<file path="src/hdl/cpt_defines.svh">
// control port constants: address map, strap address, framing counts
// Functional notes
// - I2C after reset; SPI after three selects
// - straps give low address bits, 0x28-0x2B
// - shared pins remap between I2C and SPI
// - address byte, four sub-address bytes, data
// - first byte bit 0: 1 read, 0 write
// - reserved locations read back as zero
// - burst advances sub-address until stop or deselect
// - step size follows destination region word size
// - decoder accepts mapped regions, rest reserved
// - write lands only after four whole bytes
// - read may end before word completes
// - most significant byte travels first
// - I2C up to 1MHz, strong drive bit
// - idle slave detects start, shifts address MSB-first
// - ack own address on ninth pulse, else idle
// - SDA rising with SCL high is stop
// - stray start or stop drops transaction at once
// - invalid sub-address: ack, no write, zero read
// - burst write beyond top is discarded
// - SPI: command, four address bytes, zero dummy
// - SPI sample rising, drive falling, else released
// - leave SPI only through power-down pin
`ifndef CPT_DEFINES_SVH
`define CPT_DEFINES_SVH
`define CPT_I2C_ADDR_HI 5'h0a
`define CPT_SPI_PULSES 2'h3
`define CPT_SUB_LAST 3'h4
`define CPT_SPI_DUMMY 3'h5
`define CPT_I2C_DATA0 3'h5
`define CPT_SPI_DATA0 3'h6
`define CPT_BYTE_SAT 3'h7
`define CPT_BIT_LAST 4'h8
`define CPT_TX_PREFETCH 5'h18
`define CPT_STEP_WORD 32'h0000_0004
`define CPT_STEP_UNIT 32'h0000_0001
`define CPT_CPU_LO 32'h0002_0000
`define CPT_CPU_HI 32'h0007_ffff
`define CPT_L2_LO 32'h1000_0000
`define CPT_L2_HI 32'h1009_ffff
`define CPT_L2NC_LO 32'h2000_0000
`define CPT_L2NC_HI 32'h2009_ffff
`define CPT_FLASH_LO 32'h4000_0000
`define CPT_FLASH_HI 32'h4fff_ffff
`define CPT_CREG_LO 32'hf000_0000
`define CPT_CREG_HI 32'hf000_11fc
`define CPT_PARAM_LO 32'hf002_0000
`define CPT_PARAM_HI 32'hf002_077f
`define CPT_STATE_LO 32'hf003_0000
`define CPT_STATE_HI 32'hf003_01ff
`define CPT_PROG_LO 32'hf004_0000
`define CPT_PROG_HI 32'hf004_007f
`define CPT_ABUS_LO 32'hf005_0000
`define CPT_ABUS_HI 32'hf005_01ff
`endif

</file>
<file path="src/hdl/cpt_pkg.sv">
// control port types: engine states and memory request word
package cpt_pkg;
   // gray along idle, receive, ack out, send, ack in
   typedef enum logic [2:0] {
      st_idle = 3'b000,
      st_recv = 3'b001,
      st_acko = 3'b011,
      st_send = 3'b010,
      st_acki = 3'b110
   } cpt_state_type;

   // one memory access handed to the fabric
   typedef struct packed {
      logic wr;
      logic [31:0] addr;
      logic [31:0] data;
   } cpt_req_type;
endpackage : cpt_pkg

</file>
<file path="src/hdl/cpt_ctrl_port.sv">
// I2C/SPI slave control port with memory request buffer
`timescale 1ns/1ps
`include "cpt_defines.svh"
module cpt_ctrl_port (
   input wire logic i_clk_sys,
   input wire logic i_rst,
   input wire logic i_power_down_pin_n,
   input wire logic i_scl_sclk,
   input wire logic i_sda_miso,
   input wire logic i_bus_id_strap_hi,
   input wire logic i_bus_id_strap_lo,
   input wire logic i_sda_drive_strong,
   input wire logic i_req_ready,
   input wire logic i_rsp_valid,
   input wire logic [31:0] i_rsp_data,
   output logic o_sda_miso,
   output logic o_sda_miso_oe,
   output logic o_sda_drive_strong,
   output logic o_spi_mode,
   output logic o_req_valid,
   output cpt_pkg::cpt_req_type o_req
);
   // pin bits: 0 scl/sclk, 1 sda, 2 strap hi/mosi, 3 strap lo/select, 4 power down
   logic [4:0] pin_raw;
   logic [4:0] pin_s1;
   logic [4:0] pin_s2;
   logic [4:0] pin_s3;
   logic [4:0] pin_f;
   logic [4:0] pin_q;
   logic [1:0] ss_cnt;
   cpt_pkg::cpt_state_type st;
   logic [3:0] bit_cnt;
   logic [2:0] byte_cnt;
   logic [7:0] sh;
   logic rw;
   logic ack_ok;
   logic rd_phase;
   logic mack;
   logic [31:0] sub;
   logic [31:0] wdata;
   logic [1:0] wn;
   logic [31:0] txw;
   logic [4:0] tx_n;
   logic [31:0] pend_word;
   logic pq_v;
   cpt_pkg::cpt_req_type pq;
   cpt_pkg::cpt_req_type pq_in;
   logic skid_v;
   cpt_pkg::cpt_req_type skid;
   logic scl_rise;
   logic scl_fall;
   logic i2c_start;
   logic i2c_stop;
   logic ss_rise;
   logic ss_fall;
   logic rx_bit;
   logic active;
   logic smp;
   logic shf;
   logic byte_done;
   logic [7:0] rx_byte;
   logic [2:0] data0;
   logic own_hit;
   logic restart;
   logic abort;
   logic tx_go;
   logic tx_bit;
   logic data_byte;
   logic wr_load;
   logic rd_first;
   logic rd_next;
   logic [31:0] rd_addr;
   logic rd_load;
   logic buf_in_ready;
   logic pop;

   function automatic logic addr_ok(input logic [31:0] a);
      addr_ok = (a >= `CPT_CPU_LO && a <= `CPT_CPU_HI) ||
         (a >= `CPT_L2_LO && a <= `CPT_L2_HI) ||
         (a >= `CPT_L2NC_LO && a <= `CPT_L2NC_HI) ||
         (a >= `CPT_FLASH_LO && a <= `CPT_FLASH_HI) ||
         (a >= `CPT_CREG_LO && a <= `CPT_CREG_HI) ||
         (a >= `CPT_PARAM_LO && a <= `CPT_PROG_HI && addr_low_latency(a)) ||
         (a >= `CPT_ABUS_LO && a <= `CPT_ABUS_HI);
   endfunction : addr_ok

   // the three low-latency dsp memories
   function automatic logic addr_low_latency(input logic [31:0] a);
      addr_low_latency = (a >= `CPT_PARAM_LO && a <= `CPT_PARAM_HI) ||
         (a >= `CPT_STATE_LO && a <= `CPT_STATE_HI) ||
         (a >= `CPT_PROG_LO && a <= `CPT_PROG_HI);
   endfunction : addr_low_latency

   // word-addressed dsp memories step by one, byte-addressed by four
   function automatic logic [31:0] addr_step(input logic [31:0] a);
      addr_step = addr_low_latency(a) ? `CPT_STEP_UNIT : `CPT_STEP_WORD;
   endfunction : addr_step

   // one set of pins, meaning chosen by the mode flag
   assign pin_raw = {i_power_down_pin_n, i_bus_id_strap_lo, i_bus_id_strap_hi,
      i_sda_miso, i_scl_sclk};

   // three-stage sync; a level counts once stages two and three agree
   always_ff @(posedge i_clk_sys) begin
      if (i_rst) begin
         pin_s1 <= 5'h1f;
         pin_s2 <= 5'h1f;
         pin_s3 <= 5'h1f;
         pin_f <= 5'h1f;
         pin_q <= 5'h1f;
      end else begin
         pin_s1 <= pin_raw;
         pin_s2 <= pin_s1;
         pin_s3 <= pin_s2;
         pin_f <= (pin_s2 & pin_s3) | (pin_f & (pin_s2 ^ pin_s3));
         pin_q <= pin_f;
      end
   end

   // edges of the filtered levels; the host owns the clock
   // clock only sampled
   assign scl_rise = pin_f[0] & ~pin_q[0];
   assign scl_fall = ~pin_f[0] & pin_q[0];
   assign ss_rise = pin_f[3] & ~pin_q[3];
   assign ss_fall = ~pin_f[3] & pin_q[3];
   assign i2c_start = ~o_spi_mode & pin_q[0] & pin_f[0] & pin_q[1] & ~pin_f[1];
   assign i2c_stop = ~o_spi_mode & pin_q[0] & pin_f[0] & ~pin_q[1] & pin_f[1];
   assign restart = o_spi_mode ? ss_fall : i2c_start;
   assign abort = o_spi_mode ? pin_f[3] : i2c_stop;

   // both modes sample on rising and drive on falling clock
   assign rx_bit = o_spi_mode ? pin_f[2] : pin_f[1];
   assign active = o_spi_mode ? ~pin_f[3] : (st != cpt_pkg::st_idle);
   assign smp = scl_rise & active;
   assign shf = scl_fall & active;
   assign rx_byte = {sh[6:0], rx_bit};
   assign byte_done = smp && st == cpt_pkg::st_recv && bit_cnt == 4'h7;
   // fixed upper bits above the two straps
   assign own_hit = rx_byte[7:1] == {`CPT_I2C_ADDR_HI, pin_f[2], pin_f[3]};
   // spi data follows the dummy byte
   assign data0 = o_spi_mode ? `CPT_SPI_DATA0 : `CPT_I2C_DATA0;
   assign data_byte = byte_done && byte_cnt >= data0 && ~rw;

   // count whole select pulses while in I2C mode
   always_ff @(posedge i_clk_sys) begin
      if (i_rst || ~pin_f[4]) begin
         // only reset or power down leaves SPI mode
         o_spi_mode <= 1'b0;
         ss_cnt <= 2'h0;
      end else if (~o_spi_mode && ss_rise) begin
         ss_cnt <= ss_cnt + 2'h1;
         if (ss_cnt + 2'h1 == `CPT_SPI_PULSES) begin
            o_spi_mode <= 1'b1;
         end
      end
   end

   // which falling edge puts a read bit on the pin
   assign tx_go = shf && ((st == cpt_pkg::st_send && (bit_cnt != `CPT_BIT_LAST || o_spi_mode))
      || (st == cpt_pkg::st_acko && rd_phase) || (st == cpt_pkg::st_acki && mack)
      || (st == cpt_pkg::st_recv && bit_cnt == `CPT_BIT_LAST && o_spi_mode && rd_phase));
   assign tx_bit = (tx_n == 5'h00) ? pend_word[31] : txw[31];

   // bit-level sequencer
   always_ff @(posedge i_clk_sys) begin
      if (i_rst) begin
         st <= cpt_pkg::st_idle;
         bit_cnt <= 4'h0;
         sh <= 8'h00;
         mack <= 1'b0;
      end else if (abort) begin
         // stop or deselect ends even a half-read word
         st <= cpt_pkg::st_idle;
         bit_cnt <= 4'h0;
      end else if (restart) begin
         st <= cpt_pkg::st_recv;
         bit_cnt <= 4'h0;
      end else begin
         case (st)
            cpt_pkg::st_recv: begin
               if (smp) begin
                  sh <= rx_byte;
                  bit_cnt <= bit_cnt + 4'h1;
               end else if (shf && bit_cnt == `CPT_BIT_LAST) begin
                  bit_cnt <= 4'h0;
                  if (o_spi_mode) begin
                     st <= rd_phase ? cpt_pkg::st_send : cpt_pkg::st_recv;
                  end else begin
                     st <= ack_ok ? cpt_pkg::st_acko : cpt_pkg::st_idle;
                  end
               end
            end
            cpt_pkg::st_acko: begin
               if (shf) begin
                  bit_cnt <= 4'h0;
                  st <= rd_phase ? cpt_pkg::st_send : cpt_pkg::st_recv;
               end
            end
            cpt_pkg::st_send: begin
               if (smp) begin
                  bit_cnt <= bit_cnt + 4'h1;
               end else if (shf && bit_cnt == `CPT_BIT_LAST) begin
                  bit_cnt <= 4'h0;
                  st <= o_spi_mode ? cpt_pkg::st_send : cpt_pkg::st_acki;
               end
            end
            cpt_pkg::st_acki: begin
               if (smp) begin
                  mack <= ~rx_bit;
               end else if (shf) begin
                  // host nack ends the burst read
                  st <= mack ? cpt_pkg::st_send : cpt_pkg::st_idle;
               end
            end
            default: begin
               st <= cpt_pkg::st_idle;
            end
         endcase
      end
   end

   // byte-level fields: direction, sub-address, write word
   always_ff @(posedge i_clk_sys) begin
      if (i_rst) begin
         byte_cnt <= 3'h0;
         rw <= 1'b0;
         ack_ok <= 1'b0;
         rd_phase <= 1'b0;
         sub <= 32'h0000_0000;
         wdata <= 32'h0000_0000;
         wn <= 2'h0;
      end else if (restart) begin
         byte_cnt <= 3'h0;
         wn <= 2'h0;
         rd_phase <= 1'b0;
      end else if (byte_done) begin
         if (byte_cnt != `CPT_BYTE_SAT) begin
            byte_cnt <= byte_cnt + 3'h1;
         end
         if (byte_cnt == 3'h0) begin
            rw <= rx_byte[0];
            ack_ok <= o_spi_mode | own_hit;
            rd_phase <= ~o_spi_mode & own_hit & rx_byte[0];
         end else if (byte_cnt <= `CPT_SUB_LAST) begin
            sub <= {sub[23:0], rx_byte};
         end else if (o_spi_mode && byte_cnt == `CPT_SPI_DUMMY) begin
            // dummy byte, then read data starts
            rd_phase <= rw;
         end
         if (data_byte) begin
            wdata <= {wdata[23:0], rx_byte};
            wn <= wn + 2'h1;
            if (wn == 2'h3) begin
               sub <= sub + addr_step(sub);
            end
         end
      end else if (rd_next) begin
         sub <= sub + addr_step(sub);
      end
   end

   // only a whole word to a mapped place is stored
   assign wr_load = data_byte && wn == 2'h3 && addr_ok(sub);
   assign rd_first = byte_done && ((~o_spi_mode && byte_cnt == 3'h0 && own_hit && rx_byte[0])
      || (o_spi_mode && byte_cnt == `CPT_SUB_LAST && rw));
   // next word fetched while the last byte of this one goes out
   assign rd_next = tx_go && tx_n == `CPT_TX_PREFETCH;
   assign rd_addr = rd_first ? (o_spi_mode ? {sub[23:0], rx_byte} : sub)
      : sub + addr_step(sub);
   assign rd_load = (rd_first | rd_next) && addr_ok(rd_addr);
   assign pq_in = wr_load ? {1'b1, sub, wdata[23:0], rx_byte} : {1'b0, rd_addr, 32'h0000_0000};

   // read word waiting to be shifted out
   always_ff @(posedge i_clk_sys) begin
      if (i_rst) begin
         pend_word <= 32'h0000_0000;
      end else if ((rd_first | rd_next) && ~rd_load) begin
         pend_word <= 32'h0000_0000;
      end else if (i_rsp_valid) begin
         pend_word <= i_rsp_data;
      end
   end

   // read shifter: 32 bits per word, msb first
   always_ff @(posedge i_clk_sys) begin
      if (i_rst) begin
         txw <= 32'h0000_0000;
         tx_n <= 5'h00;
      end else if (restart) begin
         tx_n <= 5'h00;
      end else if (tx_go) begin
         tx_n <= tx_n + 5'h01;
         txw <= (tx_n == 5'h00) ? {pend_word[30:0], 1'b0} : {txw[30:0], 1'b0};
      end
   end

   // data pin: open-drain in I2C, driven MISO in SPI
   always_ff @(posedge i_clk_sys) begin
      if (i_rst) begin
         o_sda_miso <= 1'b0;
         o_sda_miso_oe <= 1'b0;
      end else if (o_spi_mode) begin
         // released except while returning read data
         if (pin_f[3]) begin
            o_sda_miso_oe <= 1'b0;
         end else if (tx_go) begin
            o_sda_miso_oe <= 1'b1;
            o_sda_miso <= tx_bit;
         end
      end else begin
         o_sda_miso <= 1'b0;
         if (i2c_start | i2c_stop) begin
            o_sda_miso_oe <= 1'b0;
         end else if (tx_go) begin
            o_sda_miso_oe <= ~tx_bit;
         end else if (shf && st == cpt_pkg::st_recv && bit_cnt == `CPT_BIT_LAST) begin
            // pull low on the ninth pulse only when the address was acked
            o_sda_miso_oe <= ack_ok;
         end else if (shf) begin
            o_sda_miso_oe <= 1'b0;
         end
      end
   end

   always_ff @(posedge i_clk_sys) begin
      if (i_rst) begin
         o_sda_drive_strong <= 1'b0;
      end else begin
         o_sda_drive_strong <= i_sda_drive_strong;
      end
   end

   // staging slot: holds a request until the buffer takes it
   always_ff @(posedge i_clk_sys) begin
      if (i_rst) begin
         pq_v <= 1'b0;
         pq <= '0;
      end else if (wr_load | rd_load) begin
         pq_v <= 1'b1;
         pq <= pq_in;
      end else if (buf_in_ready) begin
         pq_v <= 1'b0;
      end
   end

   // two-entry buffer: head drives the ports, skid catches a stall
   assign buf_in_ready = ~o_req_valid | pop | ~skid_v;
   assign pop = o_req_valid & i_req_ready;
   always_ff @(posedge i_clk_sys) begin
      if (i_rst) begin
         o_req_valid <= 1'b0;
         o_req <= '0;
         skid_v <= 1'b0;
         skid <= '0;
      end else if (~o_req_valid || (pop && ~skid_v)) begin
         o_req_valid <= pq_v;
         o_req <= pq;
      end else if (pop) begin
         o_req <= skid;
         skid_v <= pq_v;
         skid <= pq;
      end else if (pq_v && ~skid_v) begin
         skid_v <= 1'b1;
         skid <= pq;
      end
   end
endmodule : cpt_ctrl_port

</file>
<file path="config.mk">
export PLATFORM = sky130hd
export DESIGN_NAME = cpt_ctrl_port
export DESIGN_NICKNAME = d
export VERILOG_FILES = /design/src/hdl/cpt_pkg.sv /design/src/hdl/cpt_ctrl_port.sv
export VERILOG_INCLUDE_DIRS = /design/src /design/src/hdl
export SDC_FILE = /design/constraint.sdc
export NUM_CORES = 1
export LEC_CHECK = 0
export BUFFER_PORTS_ARGS = -buffer_cell sky130_fd_sc_hd__buf_4
export CAP_MARGIN = 20
export CORE_MARGIN = 2
export CORE_UTILIZATION = 42
export DETAILED_ROUTE_END_ITERATION = 10
export PLACE_DENSITY = 0.6
export REMOVE_ABC_BUFFERS = 1
export SYNTH_ARGS = -nofsm -noshare
export SYNTH_HDL_FRONTEND = slang
export SYNTH_SLANG_ARGS = --single-unit
</file>
<file path="constraint.sdc">
create_clock -name i_clk_sys -period 5.4 [get_ports i_clk_sys]
set_clock_uncertainty 0.1 [all_clocks]
set_input_delay 0.54 -clock i_clk_sys [delete_from_list [all_inputs] [get_ports i_clk_sys]]
set_output_delay 0.54 -clock i_clk_sys [all_outputs]
set_load 0.02 [all_outputs]
</file>
==> results of run 1 <==
[logic make-up (layout without fill, tap and decap cells)]
kind of cell,count (synthesis),after routing,synth area share [%]
adder cells (fa/ha/maj),23,23,1.57
buffers and inverters,237,339,5.37
AO/OA/AOI/OAI,530,530,20.3
AND/OR/NAND/NOR,990,990,24.5
multiplexers,104,104,5.75
flip-flops,374,374,40.9
XOR/XNOR,33,33,1.58
[registers in the layout (all words and copies together) (netlist names), 2 cells and up]
signal	count
bit_cnt	4
byte_cnt	3
o_req	65
pend_word	32
pin_f	5
pin_q	3
pin_s1	5
pin_s2	5
pin_s3	5
pq	65
sh	7
skid	65
ss_cnt	2
st	3
sub	32
tx_n	5
txw	31
wdata	24
wn	2
[synthesized netlist by cell type (10+ instances only)]
| library cell | count |
|---|---|
| sky130_fd_sc_hd__dfxtp_1 | 374 |
| sky130_fd_sc_hd__nand2_1 | 356 |
| sky130_fd_sc_hd__nor2_1 | 297 |
| sky130_fd_sc_hd__clkbuf_1 | 168 |
| sky130_fd_sc_hd__a21oi_1 | 160 |
| sky130_fd_sc_hd__nand3_1 | 104 |
| sky130_fd_sc_hd__mux2i_1 | 95 |
| sky130_fd_sc_hd__a311oi_1 | 74 |
| sky130_fd_sc_hd__a211oi_1 | 67 |
| sky130_fd_sc_hd__nor3_1 | 64 |
| sky130_fd_sc_hd__o21ai_0 | 41 |
| sky130_fd_sc_hd__a2bb2oi_1 | 32 |
| sky130_fd_sc_hd__buf_2 | 27 |
| sky130_fd_sc_hd__and3_1 | 24 |
| sky130_fd_sc_hd__nand4_1 | 24 |
| sky130_fd_sc_hd__or2_2 | 24 |
| sky130_fd_sc_hd__ha_1 | 23 |
| sky130_fd_sc_hd__inv_1 | 22 |
| sky130_fd_sc_hd__xnor2_1 | 22 |
| sky130_fd_sc_hd__a31oi_1 | 21 |
| sky130_fd_sc_hd__nor4_1 | 19 |
| sky130_fd_sc_hd__o22ai_1 | 18 |
| sky130_fd_sc_hd__o31ai_1 | 14 |
| sky130_fd_sc_hd__nand2b_1 | 13 |
| sky130_fd_sc_hd__or3_1 | 12 |
| sky130_fd_sc_hd__nor2b_1 | 11 |
| sky130_fd_sc_hd__xor2_1 | 11 |
| sky130_fd_sc_hd__buf_4 | 10 |
[report_power, final]
part	leakage, nW	switching [W]	internal [W]	total, W
logic	4.41	0.0000945	0.0000661	0.000161
clock network	0.712	0.00120	0.00176	0.00296
registers	3.02	0.0000184	0.00278	0.00280
total	8.14	0.00131	0.00460	0.00592
[how the worst max path moves through the flow]
stage	depth (start not counted)	end	slack, ns	from
after detailed placement	21	pq[48]	0.22	sub[24]
final	20	pq[50]	0.13	sub[10]
after floorplan	9	pq[62]	-1.43	o_spi_mode
after CTS	21	pq[48]	0.20	sub[24]
after global placement	21	pq[50]	0.28	sub[9]
after global routing	22	pq[50]	0.01	sub[10]
[metal layers]
layer | GRT usage [%] | share of wire [%] | vias to the layer above | wire (um)
met5 | 0 | 0 | - | 0
met4 | 7.50 | 2.3 | 0 | 1300
met3 | 4.28 | 5.9 | 98 | 3390
met2 | 39.8 | 45 | 564 | 25900
met1 | 34.6 | 46 | 8270 | 26500
li1 | - | - | 8318 | -
[cell usage in the layout (no fill, tap or decap), types with 23 or more instances in the layout]
cell type | netlist | routed
sky130_fd_sc_hd__dfxtp_1 | 374 | 370
sky130_fd_sc_hd__nand2_1 | 356 | 354
sky130_fd_sc_hd__nor2_1 | 297 | 297
sky130_fd_sc_hd__buf_4 | 10 | 233
sky130_fd_sc_hd__a21oi_1 | 160 | 158
sky130_fd_sc_hd__nand3_1 | 104 | 104
sky130_fd_sc_hd__mux2i_1 | 95 | 95
sky130_fd_sc_hd__a311oi_1 | 74 | 74
sky130_fd_sc_hd__a211oi_1 | 67 | 66
sky130_fd_sc_hd__nor3_1 | 64 | 63
sky130_fd_sc_hd__clkbuf_16 | 0 | 42
sky130_fd_sc_hd__o21ai_0 | 41 | 41
sky130_fd_sc_hd__a2bb2oi_1 | 32 | 32
sky130_fd_sc_hd__and3_1 | 24 | 24
sky130_fd_sc_hd__nand4_1 | 24 | 24
sky130_fd_sc_hd__or2_2 | 24 | 24
sky130_fd_sc_hd__ha_1 | 23 | 23
[what timing repair did]
action | 4_1_cts | 5_1_grt
resized for setup | 0 | 10
hold buffers | 0 | 0
setup endpoints to repair | 0 | 58
[final cells by class]
type / count / area, sq um
fill: 4151 / 21400
clock buffer: 61 / 1240
clock inverter: 15 / 200
tap: 585 / 732
multi-input combinational: 1680 / 9980
timing repair buffer: 241 / 1900
inverter: 22 / 82.6
sequential: 374 / 7490
[stage by stage]
step / power [W] / TNS (ns) / cells / worst slack (ns) / util [%]
after floorplan: 0.00293 / -88.53 / 2076 / -1.43 / -
after CTS: 0.00599 / 0 / 2978 / 0.199 / 50.1
after global routing: 0.00612 / 0 / 2978 / 0.0131 / 50.2
final: 0.00592 / 0 / 2978 / 0.129 / 50.2
after global placement: 0.00302 / 0 / 2902 / 0.277 / 46.7
after detailed placement: 0.00302 / 0 / 2902 / 0.215 / 46.7
==> results.py, run 1 <==
metrics = {
    "routing": {
        "remaining_drc_errors": 0,
        "detail_route.iter0.violations": 1627,
        "detail_route.first_pass.iterations": 7,
        "wire_per_inst_um": 19.2,
        "via_per_inst": 5.79,
        "drt.antenna.violating_nets": 0,
        "detailroute.via_count": 17300,
        "route.final.wire_length_um": 57100,
    },
    "logic_synthesis": {
        "ys_top_cells_by_area": "sky130_fd_sc_hd__dfxtp_1 (41%), sky130_fd_sc_hd__nand2_1 (7.3%), sky130_fd_sc_hd__nor2_1 (6.1%)",
        "synth_enable_flop_cells": 0,
        "yosys_register_bits": 374,
        "ys_dominant_reg_cell": "sky130_fd_sc_hd__dfxtp_1",
        "syn_area_per_cell_sq_um": 7.99,
        "yosys_warning_total": 0,
        "synthesis.instances": 2291,
        "async_reset_ff_share_pct": 0,
        "seq_area_frac_synth_pct": 40.9,
        "synth.lib_cells_used.distinct": 87,
        "synth_area_sq_um": 18300,
        "synth_top_area_share_pct": 40.9,
        "synth.largest_area_cell": "sky130_fd_sc_hd__dfxtp_1",
    },
    "sta": {
        "setup_viol_count_final": 0,
        "timing.hold.ws_ns": 0.0540,
        "report.final.slew_viol_count": 0,
        "slew_headroom_pct": 29.8,
        "max_slew.worst_pin.slew_ns": 1.05,
        "unrepaired_setup_endpoints_after_global_routing": "no",
        "period_needed_ns": 5.27,
        "fmax_mhz": 190,
        "timing.final.hold_violations": 0,
        "timing.final.crit_share_pct": 97.6,
    },
    "worst_setup_path": {
        "critical_path_startpoint_category": "register",
        "critPathRequiredTime_ns": 5.77,
        "critPathTopFamily": "compound AO/OA/AOI/OAI gates",
        "critical_path.reg2reg.endpoint": "pq[50]",
        "worst-setup-path-type": "reg -> reg",
        "setup.worst_path.end_class": "register",
        "reg2reg_depth": 20,
        "path_buf_inv": 5,
        "critical_path_peak_fanout": 22,
        "cp_data_arrival_time_ns": 5.64,
        "cp_slowest_stage_delay_ns": 0.70,
        "r2r_start": "sub[10]",
        "critPathSlowestCell": "sky130_fd_sc_hd__o31ai_1",
        "r2r_slack_ns": 0.13,
        "crit_chain": "inv_1, o2111ai_1, a21oi_1, o21ai_0, inv_1, ha_1, ha_1, buf_4, a21o_1, nand3_1, nor3_1, o31ai_1, and4_1, and2_1, a41oi_2, a21oi_4, buf_12, buf_4, nor3_1, nor4_1",
    },
    "hold_path": {
        "min_path_cells": 2,
        "worstHoldStart": "i_bus_id_strap_lo",
        "hp-class": "in -> reg",
        "worstHoldEndpoint": "pin_s1[3]",
    },
    "clock_network": {
        "tritoncts": "built",
        "htree_num_levels": 2,
        "clkSlewWorstSetupHoldPaths_ns": 0.06,
        "worst_skew_pair.late_latency_ns": 0.59,
        "post_cts_repair_setup_buffers": 0,
        "clkSinkCount": 374,
        "buffer_cell_driving_the_clock_tree_root": "sky130_fd_sc_hd__clkbuf_16",
        "numCtsBuffers": 42,
        "max-clock-path-buffers": 3,
    },
    "floorplanning": {
        "initial_core_util_pct": 42.5,
        "number_of_primary_i_o_pins": 112,
        "die_area_sq_um": 45300,
        "core_region_area_sq_um": 43100,
        "placement_rows": 76,
        "fp.dieH_um": 213,
        "chipWidth_um": 213,
    },
    "run": {
        "max-cap-violations": 0,
    },
    "pwr": {
        "power.density_nw_per_um2": 274,
        "leakagePower_nw": 8.14,
        "vdd_ir_max_mv": 0.282,
    },
    "grt": {
        "groute.usage.overall_pct": 25.0,
        "grt_first_pass_wirelength_um": 90400,
        "grt_max_degree": 124,
        "sum_of_overflow_across_all_layers_after_global_routing": 0,
        "grt_pass1_vias": 16100,
        "antenna_found_initial": 0,
    },
    "finish": {
        "num-nets-final": 2426,
        "diodes": 0,
        "final_area_sq_um": 21600,
        "drive_gt1_share_pct": 16.4,
        "area_delta_synth_final_pct": 18.1,
    },
    "placed_design": {
        "gp_routability_congestion": 0.927,
        "place_hpwl_um": 37300,
        "placement.cell_area_sq_um": 20100,
        "io_buf_count": 111,
    },
    "status": {
        "status": "completed",
    },
}
Power figures use the tool's default switching activity.
==> run 2: changes to the inputs <==
Settings changed: ABC_AREA from default to 1, CAP_MARGIN 20 to 5, CORE_UTILIZATION 42 to 35, PLACE_DENSITY 0.6 to 0.52.
==> run 2 against run 1 <==
Final cell count grew 15%. Design area down 0.83%. Highest routed layer unchanged. Largest power group unchanged. Critical path type unchanged. Die area rose by 20%. Largest cell class unchanged.
==> results.py, run 2 <==
metrics = {
    "status": {
        "status": "completed",
    },
    "sta": {
        "timing.hold.ws_ns": 0.0295,
        "setup_viol_count_final": 0,
        "max_slew.worst_pin.slew_ns": 1.11,
        "timing.final.crit_share_pct": 92.2,
        "slew_headroom_pct": 25.8,
        "report.final.slew_viol_count": 0,
        "period_needed_ns": 4.98,
        "final.setup.worst_slack_ns": 0.419,
        "unrepaired_setup_endpoints_after_global_routing": "no",
        "fmax_mhz": 201,
        "timing.final.hold_violations": 0,
    },
    "floorplanning": {
        "number_of_primary_i_o_pins": 112,
        "placement_rows": 83,
        "fp.dieH_um": 233,
        "die_area_sq_um": 54100,
        "initial_core_util_pct": 35.5,
        "core_region_area_sq_um": 51500,
        "chipWidth_um": 233,
    },
    "worst_setup_path": {
        "worst-setup-path-type": "reg -> reg",
        "critical_path_startpoint_category": "register",
        "cp_slowest_stage_delay_ns": 0.38,
        "cp_data_arrival_time_ns": 5.37,
        "critPathSlowestCell": "sky130_fd_sc_hd__dfxtp_2",
        "critical_path_peak_fanout": 19,
        "critical-path-top-cell-by-count": "sky130_fd_sc_hd__nand2_1",
        "critPathRequiredTime_ns": 5.79,
        "setup.worst_path.end_class": "register",
    },
    "logic_synthesis": {
        "yosysMostFrequentCell": "sky130_fd_sc_hd__nand2_1",
        "synth.largest_area_cell": "sky130_fd_sc_hd__dfxtp_1",
        "synth.lib_cells_used.distinct": 47,
        "ys_top_cells_by_area": "sky130_fd_sc_hd__dfxtp_1 (41%), sky130_fd_sc_hd__nand2_1 (11%), sky130_fd_sc_hd__o21ai_0 (8.6%)",
        "synth_area_sq_um": 18300,
        "synth_enable_flop_cells": 0,
        "seq_area_frac_synth_pct": 40.9,
        "synth.top_cells.by_count": "sky130_fd_sc_hd__nand2_1 (518), sky130_fd_sc_hd__dfxtp_1 (374), sky130_fd_sc_hd__o21ai_0 (316)",
        "syn_area_per_cell_sq_um": 6.90,
        "synth_top_area_share_pct": 40.9,
        "yosys_register_bits": 374,
        "async_reset_ff_share_pct": 0,
        "ys_dominant_reg_cell": "sky130_fd_sc_hd__dfxtp_1",
        "synthesis.instances": 2652,
        "yosys_warning_total": 0,
    },
    "placed_design": {
        "post-place-cells": 3329,
        "gp_routability_congestion": 0.898,
        "io_buf_count": 111,
        "pre_cts_ws_ns": 0.109,
        "place_hpwl_um": 35200,
    },
    "finish": {
        "drive_gt1_share_pct": 13.2,
        "mostFrequentLayoutCell": "sky130_fd_sc_hd__nand2_1",
        "reg.largest.list": "o_req: 65 flops, pq: 65 flops, skid: 65 flops",
        "num-nets-final": 2766,
        "final_cell_count_no_fill": 3416,
        "diodes": 0,
        "area_delta_synth_final_pct": 17.2,
        "utilization_pct": 41.6,
        "most_frequent_cells_in_the_layout": "sky130_fd_sc_hd__nand2_1 (515), sky130_fd_sc_hd__dfxtp_1 (371), sky130_fd_sc_hd__o21ai_0 (315)",
        "fillCellCount": 5421,
    },
    "routing": {
        "route.final.wire_length_um": 53500,
        "remaining_drc_errors": 0,
        "detail_route.iter0.violations": 1139,
        "via_per_inst": 5.05,
        "drt.antenna.violating_nets": 0,
        "detailroute.via_count": 17300,
        "detail_route.first_pass.iterations": 6,
        "wire_per_inst_um": 15.7,
    },
    "clock_network": {
        "buffer_cell_driving_the_clock_tree_root": "sky130_fd_sc_hd__clkbuf_16",
        "htree_num_levels": 2,
        "max-clock-path-buffers": 3,
        "hold_buffers": 0,
        "clkSlewWorstSetupHoldPaths_ns": 0.06,
        "worst_skew_pair.late_latency_ns": 0.60,
        "numCtsBuffers": 44,
        "tritoncts": "built",
        "clkSinkCount": 374,
    },
    "run": {
        "max-cap-violations": 0,
    },
    "pwr": {
        "power.density_nw_per_um2": 279,
        "vdd_ir_max_mv": 0.190,
        "report.power.total_w": 0.00599,
        "leakagePower_nw": 8.99,
    },
    "grt": {
        "grt_pass1_vias": 15900,
        "sum_of_overflow_across_all_layers_after_global_routing": 0,
        "groute.usage.overall_pct": 19.4,
        "grt_max_degree": 190,
        "antenna_found_initial": 0,
        "grt_first_pass_wirelength_um": 85400,
    },
    "hold_path": {
        "hp-class": "in -> reg",
    },
}
## run 2: changes by cell type after synthesis, moves of 32 or more
cell and delta:
sky130_fd_sc_hd__a21oi_1 +117, sky130_fd_sc_hd__nand3_1 +36, sky130_fd_sc_hd__o21ai_0 +275, sky130_fd_sc_hd__a2bb2oi_1 -32
sky130_fd_sc_hd__mux2i_1 -87, sky130_fd_sc_hd__nand2_1 +162, sky130_fd_sc_hd__nor3_1 -38, sky130_fd_sc_hd__inv_1 +216
sky130_fd_sc_hd__a311oi_1 -72
## run 2: path summary, 6_finish.rpt
check | end | slack [ns] | cells after the start | from
worst max-delay path | pq[38] | 0.42 | 30 | sub[23]
worst min-delay path | pin_s1[0] | 0.03 | 2 | i_scl_sclk
worst min register to register | pin_s2[4] | 0.31 | 1 | pin_s1[4]
worst max register to register | pq[38] | 0.42 | 30 | sub[23]
## run 2: worst max-delay path, delay by kind of cell (launching register included)
family	cells	cell delay, ns
AND/OR/NAND/NOR	20	2.62
AO/OA/AOI/OAI	6	0.86
XOR/XNOR	1	0.18
flip-flops	1	0.38
buffers and inverters	2	0.40
adder cells (fa/ha/maj)	1	0.34
## run 2: logic make-up after synthesis
family | Yosys count | synth area share [%]
simple gates | 1061 | 24.8
compound gates | 741 | 22.1
buf+inv | 427 | 9.29
flops | 374 | 40.9
fa+ha+maj | 23 | 1.57
xor+xnor | 18 | 0.862
mux | 8 | 0.438
## run 2: timing repair
item                       4_1_cts  5_1_grt
buffers inserted                 0        4
hold endpoints to repair         0        0
setup endpoints to repair        0       98
gates resized for setup          0       17
## run 2: area by class of cell
class | count | area (sq um) | share of cell area (%)
tap | 680 | 851 | 3.97
timing repair buffer | 184 | 1480 | 6.89
inverter | 246 | 926 | 4.32
multi-input combinational | 1851 | 9220 | 43.0
clock inverter | 20 | 231 | 1.08
clock buffer | 61 | 1250 | 5.85
sequential | 374 | 7490 | 34.9
## run 2: power breakdown
part / switching, W / internal (W) / total [W]
clock network: 0.00127 / 0.00174 / 0.00301
registers: 0.0000107 / 0.00278 / 0.00279
logic: 0.000118 / 0.0000651 / 0.000184
total: 0.00140 / 0.00459 / 0.00599
## run 2: per-layer routing
layer	vias up	routed length [um]	track usage (%)
met2	386	23800	31.0
li1	8875	-	-
met1	7922	25800	26.8
met5	-	0	0
met3	80	2660	2.90
met4	0	1290	6.15
## run 2: metrics by stage
step,TNS (ns),instance area [sq um]
after floorplan,-244.96,17500
after global placement,0,19800
final,0,21400
after CTS,0,21300
after global routing,0,21400
after detailed placement,0,19800
